**src/rtl/ultra_ctrl_consts.vh**
```
`ifndef ULTRA_CTRL_CONSTS_VH
`define ULTRA_CTRL_CONSTS_VH
// Serial frame layout.
`define FRAME_BITS 16
`define CNT_W 5
`define ADDR_W 6
`define DATA_W 8
`define ADDR_MSB 14
`define ADDR_LSB 9
`define RW_BIT 15
// Status field positions in the response frame.
`define ST_SUPPLY_OK 5
`define ST_SHORT_BURST 4
`define ST_STUCK 3
`define ST_CRC 2
// Mode codes reported in status bits 1:0.
`define MODE_LISTEN 2'h0
`define MODE_BURST 2'h1
`define MODE_STANDBY 2'h2
`define MODE_SLEEP 2'h3
// Supply wait timeout.
`define SUPPLY_WAIT_MS 64
`define CLK_MHZ 100
// 64 ms at 100 MHz, sized to the wait counter.
`define SUPPLY_WAIT_CYCLES 23'd6400000
`define WAIT_CNT_W 23
`endif

```
**src/rtl/serial_control_mode_status.v**
```verilog
`timescale 1ns/1ns
`include "ultra_ctrl_consts.vh"

module serial_control_mode_status #(
  parameter [22:0] SUPPLY_WAIT = `SUPPLY_WAIT_CYCLES
) (
  // Clock and reset.
  input wire clk,
  input wire resetn,
  // Serial link pins.
  input wire chip_select_n,
  input wire sclk,
  input wire sdi,
  output reg sdo_o,
  output reg sdo_oe,
  // Received write, one-cycle pulse at frame end.
  output reg wr_strobe,
  output reg [5:0] wr_addr,
  output reg [7:0] wr_data,
  // Read data supplied by the register file for the addressed register.
  output reg [5:0] rd_addr,
  input wire [7:0] rd_data,
  // Mode control bits.
  input wire sleep_enable_bit,
  input wire standby_enable_bit,
  input wire supply_reg_enable,
  input wire burst_start,
  input wire burst_end,
  // Supply level comparator and fault flags.
  input wire drive_supply_ok_flag,
  input wire short_burst_fault,
  input wire stuck_drive_fault,
  input wire memory_crc_fault,
  // Analog block enables derived from the mode.
  output reg supply_reg_on,
  output reg analog_on,
  output reg tx_on,
  output reg rx_on,
  output reg [1:0] current_mode_code,
  // Echo and zero-cross outputs.
  input wire envelope_above_thr,
  input wire zero_cross_raw,
  input wire zero_cross_enable,
  input wire zero_cross_gate_by_echo,
  output reg echo_irq_out,
  output reg zero_cross_out
);

  localparam [4:0] ST_LISTEN = 5'h01;
  localparam [4:0] ST_BURST = 5'h02;
  localparam [4:0] ST_STANDBY = 5'h04;
  localparam [4:0] ST_SLEEP = 5'h08;
  localparam [4:0] ST_WAKE = 5'h10;
  // One-hot codes keep the decode to single bits. The wake state is the
  // extra step between sleep and the working modes; it is never reported
  // as a mode of its own, so the status field still shows one of four codes.

  // Three-stage synchronisers for pins; stage 1 only feeds stage 2.
  // The serial clock is sampled, not used as a clock, so the link must run
  // well below the system clock. With four to five cycles of latency per
  // edge, a serial half period under about 60 ns can lose bits.
  // Chip select resets to the idle level so that no false frame start is
  // seen when reset is released.
  reg [2:0] cs_sync_reg;
  reg [2:0] sck_sync_reg;
  reg [2:0] sdi_sync_reg;
  reg [2:0] env_sync_reg;
  reg cs_n_reg;
  reg sck_reg;

  always @(posedge clk or negedge resetn) begin
    if (!resetn) begin
      cs_sync_reg <= 3'h7;
      sck_sync_reg <= 3'h0;
      sdi_sync_reg <= 3'h0;
      env_sync_reg <= 3'h0;
    end else begin
      cs_sync_reg <= {cs_sync_reg[1:0], chip_select_n};
      sck_sync_reg <= {sck_sync_reg[1:0], sclk};
      sdi_sync_reg <= {sdi_sync_reg[1:0], sdi};
      env_sync_reg <= {env_sync_reg[1:0], envelope_above_thr};
    end
  end

  // A change counts once stages two and three agree.
  // This filters one-cycle glitches on the pins at the cost of one more
  // cycle of delay; sdi skips this check but is taken from stage three, like the clock edges, so it stays aligned to its clock.
  always @(posedge clk or negedge resetn) begin
    if (!resetn) begin
      cs_n_reg <= 1'b1;
      sck_reg <= 1'b0;
    end else begin
      if (cs_sync_reg[1] == cs_sync_reg[2]) begin
        cs_n_reg <= cs_sync_reg[2];
      end
      if (sck_sync_reg[1] == sck_sync_reg[2]) begin
        sck_reg <= sck_sync_reg[2];
      end
    end
  end

  // An edge is seen when the agreed level differs from the last accepted one.
  // The edge flags are true in the same cycle in which the accepted level
  // updates, so each pin edge gives exactly one pulse.
  wire sck_rise = (sck_sync_reg[1] == sck_sync_reg[2]) && sck_sync_reg[2] && !sck_reg;
  wire sck_fall = (sck_sync_reg[1] == sck_sync_reg[2]) && !sck_sync_reg[2] && sck_reg;
  wire cs_active = !cs_n_reg;

  // Mode state machine.
  // Priority is sleep, then standby, then burst, then listen. Leaving sleep
  // always passes through the wake state, which holds until the drive supply
  // is ready, the regulator is switched off, or the timeout has run out.
  // The timeout counter only runs in the wake state, so a long stay in any
  // other mode cannot shorten the next wait.
  reg [4:0] state_reg;
  reg [4:0] state_next;
  reg [22:0] wait_reg;
  // With the regulator off there is no level to wait for, so the wake state
  // passes at once. The comparator flag and the timeout each end the wait on
  // their own, whichever comes first.
  wire supply_ready = !supply_reg_enable || drive_supply_ok_flag ||
                      (wait_reg >= SUPPLY_WAIT);

  always @* begin
    // Holding the present state is the default on every path.
    state_next = state_reg;
    case (state_reg)
      ST_SLEEP: begin
        if (!sleep_enable_bit) begin
          state_next = ST_WAKE;
        end
      end
      ST_WAKE: begin
        if (sleep_enable_bit) begin
          state_next = ST_SLEEP;
        end else if (supply_ready) begin
          state_next = standby_enable_bit ? ST_STANDBY : ST_LISTEN;
        end
      end
      ST_STANDBY: begin
        if (sleep_enable_bit) begin
          state_next = ST_SLEEP;
        end else if (!standby_enable_bit) begin
          state_next = ST_LISTEN;
        end
      end
      ST_BURST: begin
        if (sleep_enable_bit) begin
          state_next = ST_SLEEP;
        end else if (burst_end) begin
          state_next = standby_enable_bit ? ST_STANDBY : ST_LISTEN;
        end
      end
      default: begin
        if (sleep_enable_bit) begin
          state_next = ST_SLEEP;
        end else if (standby_enable_bit) begin
          state_next = ST_STANDBY;
        end else if (burst_start) begin
          state_next = ST_BURST;
        end else begin
          state_next = ST_LISTEN;
        end
      end
    endcase
  end

  // Power-up behaves like leaving sleep, so reset lands in the wait state.
  // The counter saturates at the limit rather than wrapping, so a supply that
  // never comes up still releases the machine exactly once.
  always @(posedge clk or negedge resetn) begin
    if (!resetn) begin
      state_reg <= ST_WAKE;
      wait_reg <= 23'h0;
    end else begin
      state_reg <= state_next;
      if (state_reg == ST_WAKE && wait_reg < SUPPLY_WAIT) begin
        wait_reg <= wait_reg + 23'h1;
      end else if (state_reg != ST_WAKE) begin
        wait_reg <= 23'h0;
      end
    end
  end

  // Reported mode; the wake wait still counts as sleep so the code is always valid.
  // Decoded from the present state, so the code never runs ahead of the enables.
  reg [1:0] mode_code;
  always @* begin
    case (state_reg)
      ST_BURST: mode_code = `MODE_BURST;
      ST_STANDBY: mode_code = `MODE_STANDBY;
      ST_LISTEN: mode_code = `MODE_LISTEN;
      default: mode_code = `MODE_SLEEP;
    endcase
  end

  // Block enables registered straight from the mode.
  // Registering them keeps glitches from the state decode off the analog
  // switches. The regulator stays on through the wake wait, since the wait
  // is for that very supply to come up.
  always @(posedge clk or negedge resetn) begin
    if (!resetn) begin
      current_mode_code <= `MODE_SLEEP;
      supply_reg_on <= 1'b0;
      analog_on <= 1'b0;
      tx_on <= 1'b0;
      rx_on <= 1'b0;
    end else begin
      current_mode_code <= mode_code;
      supply_reg_on <= (state_reg != ST_SLEEP) && supply_reg_enable;
      analog_on <= (state_reg == ST_LISTEN) || (state_reg == ST_BURST);
      tx_on <= (state_reg == ST_BURST);
      rx_on <= (state_reg == ST_LISTEN) || (state_reg == ST_BURST);
    end
  end

  // Serial shift engine; the chip select idle level holds it in reset.
  // Both sides change their data after a rising serial clock edge and take
  // it at the falling edge. The device therefore shifts sdi in on each
  // falling edge and puts the next response bit out on each rising edge.
  // The response is loaded continuously while chip select is high, so the
  // status it carries is a snapshot taken just before the frame begins.
  // A frame cut short by chip select rising is simply dropped: the bit
  // counter never reaches sixteen, so nothing is written or checked.
  // Bits after the sixteenth are ignored until chip select rises again.
  reg [4:0] bit_cnt_reg;
  reg [15:0] rx_reg;
  reg [15:0] tx_reg;
  reg par_err_reg;
  reg [5:0] last_addr_reg;
  reg cmd_write_reg;

  // The data pin is taken from the same stage as the clock, so a bit that
  // changed at the rising edge has settled long before the falling edge.
  wire [15:0] rx_shift = {rx_reg[14:0], sdi_sync_reg[2]};
  // Fault flags are mirrored as they stand; this block does not latch them,
  // so clearing is left to the fault register that drives them.
  wire [5:0] status = {drive_supply_ok_flag, short_burst_fault, stuck_drive_fault,
                       memory_crc_fault, mode_code};
  // Data byte: echo of the previous address when the previous frame was a write, else read data.
  wire [7:0] resp_data = cmd_write_reg ? {2'h0, last_addr_reg} : rd_data;
  // Parity is computed over the seven upper bits and the data byte, so the
  // whole response frame, parity bit included, has an odd number of ones.
  wire [6:0] resp_hi = {par_err_reg, status};
  wire resp_par = ~(^{resp_hi, resp_data});
  wire [15:0] resp_frame = {par_err_reg, status, resp_par, resp_data};

  always @(posedge clk or negedge resetn) begin
    if (!resetn) begin
      bit_cnt_reg <= 5'h0;
      rx_reg <= 16'h0;
      tx_reg <= 16'h0;
      par_err_reg <= 1'b0;
      last_addr_reg <= 6'h0;
      cmd_write_reg <= 1'b0;
      wr_strobe <= 1'b0;
      wr_addr <= 6'h0;
      wr_data <= 8'h0;
      rd_addr <= 6'h0;
      sdo_o <= 1'b0;
      sdo_oe <= 1'b0;
    end else begin
      // The write strobe is a pulse: cleared every cycle and set only at the
      // end of a complete write frame with good parity.
      wr_strobe <= 1'b0;
      // Idle: counter cleared and output released until the next frame.
      if (!cs_active) begin
        bit_cnt_reg <= 5'h0;
        sdo_oe <= 1'b0;
        sdo_o <= 1'b0;
        tx_reg <= resp_frame; // Frame loaded while idle.
      end else begin
        // The output is driven for the whole time chip select is low.
        sdo_oe <= 1'b1;
        if (bit_cnt_reg == 5'h0 && sdo_oe == 1'b0) begin
          sdo_o <= tx_reg[15];
        end
        if (sck_fall && bit_cnt_reg < 5'd16) begin
          rx_reg <= rx_shift;
          bit_cnt_reg <= bit_cnt_reg + 5'h1;
          if (bit_cnt_reg == 5'd15) begin
            // Full frame: check odd parity and act on writes.
            // A write with even parity is dropped; the flag goes out next frame.
            par_err_reg <= ~(^rx_shift);
            last_addr_reg <= rx_shift[`ADDR_MSB:`ADDR_LSB];
            cmd_write_reg <= rx_shift[`RW_BIT];
            rd_addr <= rx_shift[`ADDR_MSB:`ADDR_LSB];
            if (^rx_shift && rx_shift[`RW_BIT]) begin
              wr_strobe <= 1'b1;
              wr_addr <= rx_shift[`ADDR_MSB:`ADDR_LSB];
              wr_data <= rx_shift[7:0];
            end
          end
        end
        // Next bit presented after the rising edge, stable by the falling edge.
        // The first rising edge repeats the top bit already shown at chip select.
        if (sck_rise) begin
          tx_reg <= {tx_reg[14:0], 1'b0};
          sdo_o <= tx_reg[15];
        end
      end
    end
  end

  // Echo irq and zero-cross output.
  // The comparator level is synchronised, so the echo irq rises four cycles
  // and falls three cycles after the envelope; a true asynchronous fall would need the
  // pin to act as a reset, which this single-clock design avoids.
  // Gating by the echo irq keeps the zero-cross output quiet between echoes.
  always @(posedge clk or negedge resetn) begin
    if (!resetn) begin
      echo_irq_out <= 1'b0;
      zero_cross_out <= 1'b0;
    end else begin
      // Both late stages must agree, so a one-cycle spike on the comparator
      // cannot raise an interrupt.
      echo_irq_out <= env_sync_reg[2] && env_sync_reg[1];
      zero_cross_out <= zero_cross_enable && zero_cross_raw &&
                        (!zero_cross_gate_by_echo || echo_irq_out);
    end
  end

endmodule // serial_control_mode_status

```
**config.mk**
```make
export PLATFORM = sky130hd
export DESIGN_NAME = serial_control_mode_status
export DESIGN_NICKNAME = d
export VERILOG_FILES = /design/src/rtl/serial_control_mode_status.v
export VERILOG_INCLUDE_DIRS = /design/src /design/src/rtl
export SDC_FILE = /design/constraint.sdc
export NUM_CORES = 1
export LEC_CHECK = 0
export ABC_AREA = 1
export ABC_CLOCK_PERIOD_IN_PS = 4050
export BUFFER_PORTS_ARGS = -buffer_cell sky130_fd_sc_hd__buf_4
export CORE_ASPECT_RATIO = 0.9
export CORE_MARGIN = 5
export CORE_UTILIZATION = 60
export DETAILED_ROUTE_END_ITERATION = 8
export PLACE_DENSITY = 0.81
export SYNTH_ARGS = -nofsm -noshare
export SYNTH_HDL_FRONTEND = slang
export SYNTH_SLANG_ARGS = --single-unit
export TNS_END_PERCENT = 100
```
**constraint.sdc**
```tcl
create_clock -name clk -period 4.05 [get_ports clk]
set_input_delay 0.6075 -clock clk [delete_from_list [all_inputs] [get_ports clk]]
set_output_delay 0.6075 -clock clk [all_outputs]
set_load 0.1 [all_outputs]
```
==> summary.md <==
| Metric | Value |
|---|---|
| Chip Width | 110 microns |
| Total clock buffers created by CTS | 9 |
| Max reg flops | 23 |
| Clock slew seen by the registers of the worst setup and hold paths | 0.10 ns |
| Total wire length | about 12 mm |
| CP Data Arrival Time | between 2 and 3 ns |
| Maximum number of pins on one net before global-route repair | 62 |
| Vias in the first global route | 4342 |
| Hold violation total from the final report | 0 |
| Main area contributors after synthesis | sky130_fd_sc_hd__dfrtp_1 (48%), sky130_fd_sc_hd__nand2_1 (15%), sky130_fd_sc_hd__inv_1 (5.9%), sky130_fd_sc_hd__nand3_1 (4.3%), sky130_fd_sc_hd__o21ai_0 (3.7%) |
| Setup violations, final | 0 |
| Worst clock skew on the final layout | 0.0100 ns |
| Cell with the biggest individual delay on the critical path | sky130_fd_sc_hd__dfrtp_1 |
| CTS tree | yes |
| Warnings, synthesis | 0 |
| Clock insertion delay at the later pin of the skew report | 0.37 ns |
| Buffer count from post-CTS setup fixing | 0 |
| Number of nets produced by synthesis | 692 |
| First-pass GRT wire length | 19.8 mm |
| Top library cells by usage in the layout, fill and taps aside | sky130_fd_sc_hd__nand2_1 (214), sky130_fd_sc_hd__dfrtp_1 (103), sky130_fd_sc_hd__inv_1 (85), sky130_fd_sc_hd__buf_4 (58), sky130_fd_sc_hd__nand3_1 (46) |
| H-tree Lvls | 3 |
| Post-synthesis to final-layout area growth | 13.0% |
| Count of hold-fix buffers inserted at cts | 0 |
| WHS | between 0.3 and 0.4 ns |
| Worst vdd ir | approximately 300 uV |
| Number of top-level pins | 57 |
| Number of cells upsized or downsized after cts | 0 |
| Cell row count | 32 |
| Outcome | finished clean |
| Die height | roughly 100 microns |
| Detailed placement HPWL | about 8.5 mm |
| Number of distinct standard cells referenced by the synthesized netlist | 35 |
| WL per Instance | roughly 14 microns |
| Top fanout value on the critical path | 23 |
| Number of buffers on the longest clock path | 2 |
| Ant diodes | 0 |
| Number of cells in the finished layout apart from fillers | roughly 840 |
| Total iterations of the first detailed-routing run | 5 |
| Worst Setup Path Type | reg -> reg |
| Final instance area | 0.00609 sq mm |
| Die Footprint | 0.0110 sq mm |
| Number of fillers in the final layout | around 690 |
| Length in cells of the worst reg-to-reg path | 11 |
| Total power per unit cell area | between 300 and 400 mW/mm^2 |
| Commonest non-fill, non-tap cell in the layout | sky130_fd_sc_hd__nand2_1 |
| Number of vias in the routed layout | about 4500 |
| Core Box Area | 0.00865 sq mm |
| Mean instance size in the synthesized netlist | around 8.2 sq um |
| Setup repair after global routing missed its margin | no |
| Number of DRC violations after detailed-routing iteration 0 | approximately 400 |
| Worst setup slack for register-to-register paths | roughly 1.5 ns |
| Residual antenna-violating net count after detailed routing | 0 |
| CP peak stage delay | 0.41 ns |
| Post-Place Cell Area | 0.00588 sq mm |
| Final Util | a little over two thirds |
| Endpoint required time on the critical path | 4.31 ns |
| Cell type contributing the most total cell area after synthesis | sky130_fd_sc_hd__dfrtp_1 |
| Number of antenna violations at the first check in global routing | 0 |
| Max transition margin | 47.9% |
| Total standard cell area after synthesis | between 0.005 and 0.006 sq mm |
| Fraction of layout instances using a drive strength above 1 | between 10 and 15% |
| Number of placed cells counting well taps | just over 800 |
| Final layout net count | around 740 |
| Cell chosen for the clock root | sky130_fd_sc_hd__clkbuf_8 |
| Final total negative setup slack | 0 ns |
| Max-capacitance violation count | 0 |
| Shortest period the worst path allows | approximately 2.6 ns |
| Kind of start point of the critical path | flop |
| Path type of the worst min-delay path | in -> async |
| Fin. max-slew vios | 0 |
| Most repeated library cell on the critical path | sky130_fd_sc_hd__nand2_1 |
| Total global-route track usage | between 20% and 30% |
| Static power due to leakage | ~3.0 nW |
| Initial core utilization | between 60 and 70% |
| Weighted congestion reported at the end of routability-driven placement | around 0.94 |
| Series of cell instances along the critical path | inv_1 > ha_1 > nand3_2 > nor2_4 > nand2_1 > inv_1 > nand2_1 > inv_1 > nand2_4 > nand2_1 > nand2_1 |
| Post-synthesis sequential area ratio | about 51% |
| Worst Max-Slew Pin Slew | a little under 0.8 ns |
| Drt drc | 0 |
| Total number of clock tree sinks | 110 |
| Period Utilization, post-route | 63.8% |
| Detailed-route vias per instance | 5.41 |
| Number of port buffers | 56 |
| Number of instances in the synthesized netlist | about 660 |
| Top-area cell type share of the netlist area | a little under half |
| Fmax | 387 MHz |
| Number of storage elements in the synthesis netlist | between 100 and 150 |
| Grt ovf | 0 |
| Element type at the critical path end | flop |
-- where the power goes --
group	internal, mW	switching, mW
sequential	1.17	0.0519
clock	0.308	0.371
combinational	0.135	0.317
-- per-stage QoR --
| step | total power, mW | setup slack, ns |
|---|---|---|
| 2_1_floorplan | 1.58 | 2.12 |
| 3_3_place_gp | 1.67 | 1.62 |
| 3_5_place_dp | 1.69 | 1.51 |
| 4_1_cts | 2.36 | 1.47 |
| 5_1_grt | 2.47 | 1.16 |
| 6_report | 2.35 | 1.47 |
-- worst max-delay path, delay by kind of cell (launching register included) --
kind | cells | cell delay [ns]
buffers and inverters | 3 | 0.60
and+or+nand+nor | 7 | 1.31
DFF | 1 | 0.41
adders and majority gates | 1 | 0.16
-- routing by layer --
metal / part of all wire (%) / up-vias / GRT usage, %
met2: 48 / 147 / 35.8
met3: 5.8 / 19 / 5.08
li1: - / 2205 / -
met1: 45 / 2145 / 31.1
met4: 1.3 / 0 / 5.66
met5: 0 / - / 0
-- path summary, 6_finish.rpt --
path                                    start         endpoint
setup / recovery              sck_sync_reg[2]       wr_addr[1]
hold / removal                         resetn     state_reg[0]
setup reg to reg              sck_sync_reg[2]       wr_addr[1]
hold reg to reg               sdi_sync_reg[1]  sdi_sync_reg[2]
max in group asynchronous              resetn   cs_sync_reg[1]
min in group clk           envelope_above_thr  env_sync_reg[0]
-- cell usage after synthesis --
| master | n |
|---|---|
| sky130_fd_sc_hd__nand2_1 | 214 |
| sky130_fd_sc_hd__dfrtp_1 | 103 |
| sky130_fd_sc_hd__inv_1 | 85 |
| sky130_fd_sc_hd__nand3_1 | 46 |
| sky130_fd_sc_hd__o21ai_0 | 40 |
| sky130_fd_sc_hd__nor2_1 | 35 |
| sky130_fd_sc_hd__xor2_1 | 15 |
| sky130_fd_sc_hd__o22ai_1 | 14 |
| sky130_fd_sc_hd__xnor2_1 | 13 |
| sky130_fd_sc_hd__a21oi_1 | 12 |
| sky130_fd_sc_hd__nand4_1 | 11 |
| sky130_fd_sc_hd__nor3_1 | 11 |
| sky130_fd_sc_hd__clkbuf_1 | 8 |
| sky130_fd_sc_hd__dfstp_2 | 7 |
| sky130_fd_sc_hd__ha_1 | 7 |
| sky130_fd_sc_hd__buf_2 | 6 |
| sky130_fd_sc_hd__o221ai_1 | 6 |
| sky130_fd_sc_hd__a22oi_1 | 3 |
| sky130_fd_sc_hd__nor4_1 | 3 |
| sky130_fd_sc_hd__a2bb2oi_1 | 2 |
| sky130_fd_sc_hd__buf_4 | 2 |
| sky130_fd_sc_hd__nand2_4 | 2 |
| sky130_fd_sc_hd__nand3b_1 | 2 |
| sky130_fd_sc_hd__buf_6 | 1 |
| sky130_fd_sc_hd__maj3_1 | 1 |
| sky130_fd_sc_hd__nand2_2 | 1 |
| sky130_fd_sc_hd__nand3_2 | 1 |
| sky130_fd_sc_hd__nor2_2 | 1 |
| sky130_fd_sc_hd__nor2_4 | 1 |
| sky130_fd_sc_hd__nor3_2 | 1 |
| sky130_fd_sc_hd__nor3b_1 | 1 |
| sky130_fd_sc_hd__o211ai_1 | 1 |
| sky130_fd_sc_hd__o31ai_1 | 1 |
| sky130_fd_sc_hd__o41ai_1 | 1 |
| sky130_fd_sc_hd__xor2_2 | 1 |
-- layout make-up --
cell class	count	area [sq um]	share of cell area [%]
Inverter	85	319	5.24
Sequential cell	110	2760	45.4
Multi-Input combinational cell	447	2220	36.5
Timing Repair Buffer	58	435	7.15
Clock inverter	6	66.3	1.09
Clock buffer	10	138	2.26
Tap cell	119	149	2.45
-- logic make-up (layout without fill, tap and decap cells) --
kind of cell / count (synthesis) / count (layout) / share of synthesized area (%)
and+or+nand+nor: 330 / 330 / 25.9
AOI/OAI and AO/OA: 80 / 80 / 8.62
adders and majority gates: 8 / 8 / 1.81
DFF: 110 / 110 / 51.3
xor gates and xnor gates: 29 / 29 / 4.85
buffers and inverters: 102 / 159 / 7.53
Note: power is estimated with default switching activity, not from simulation.
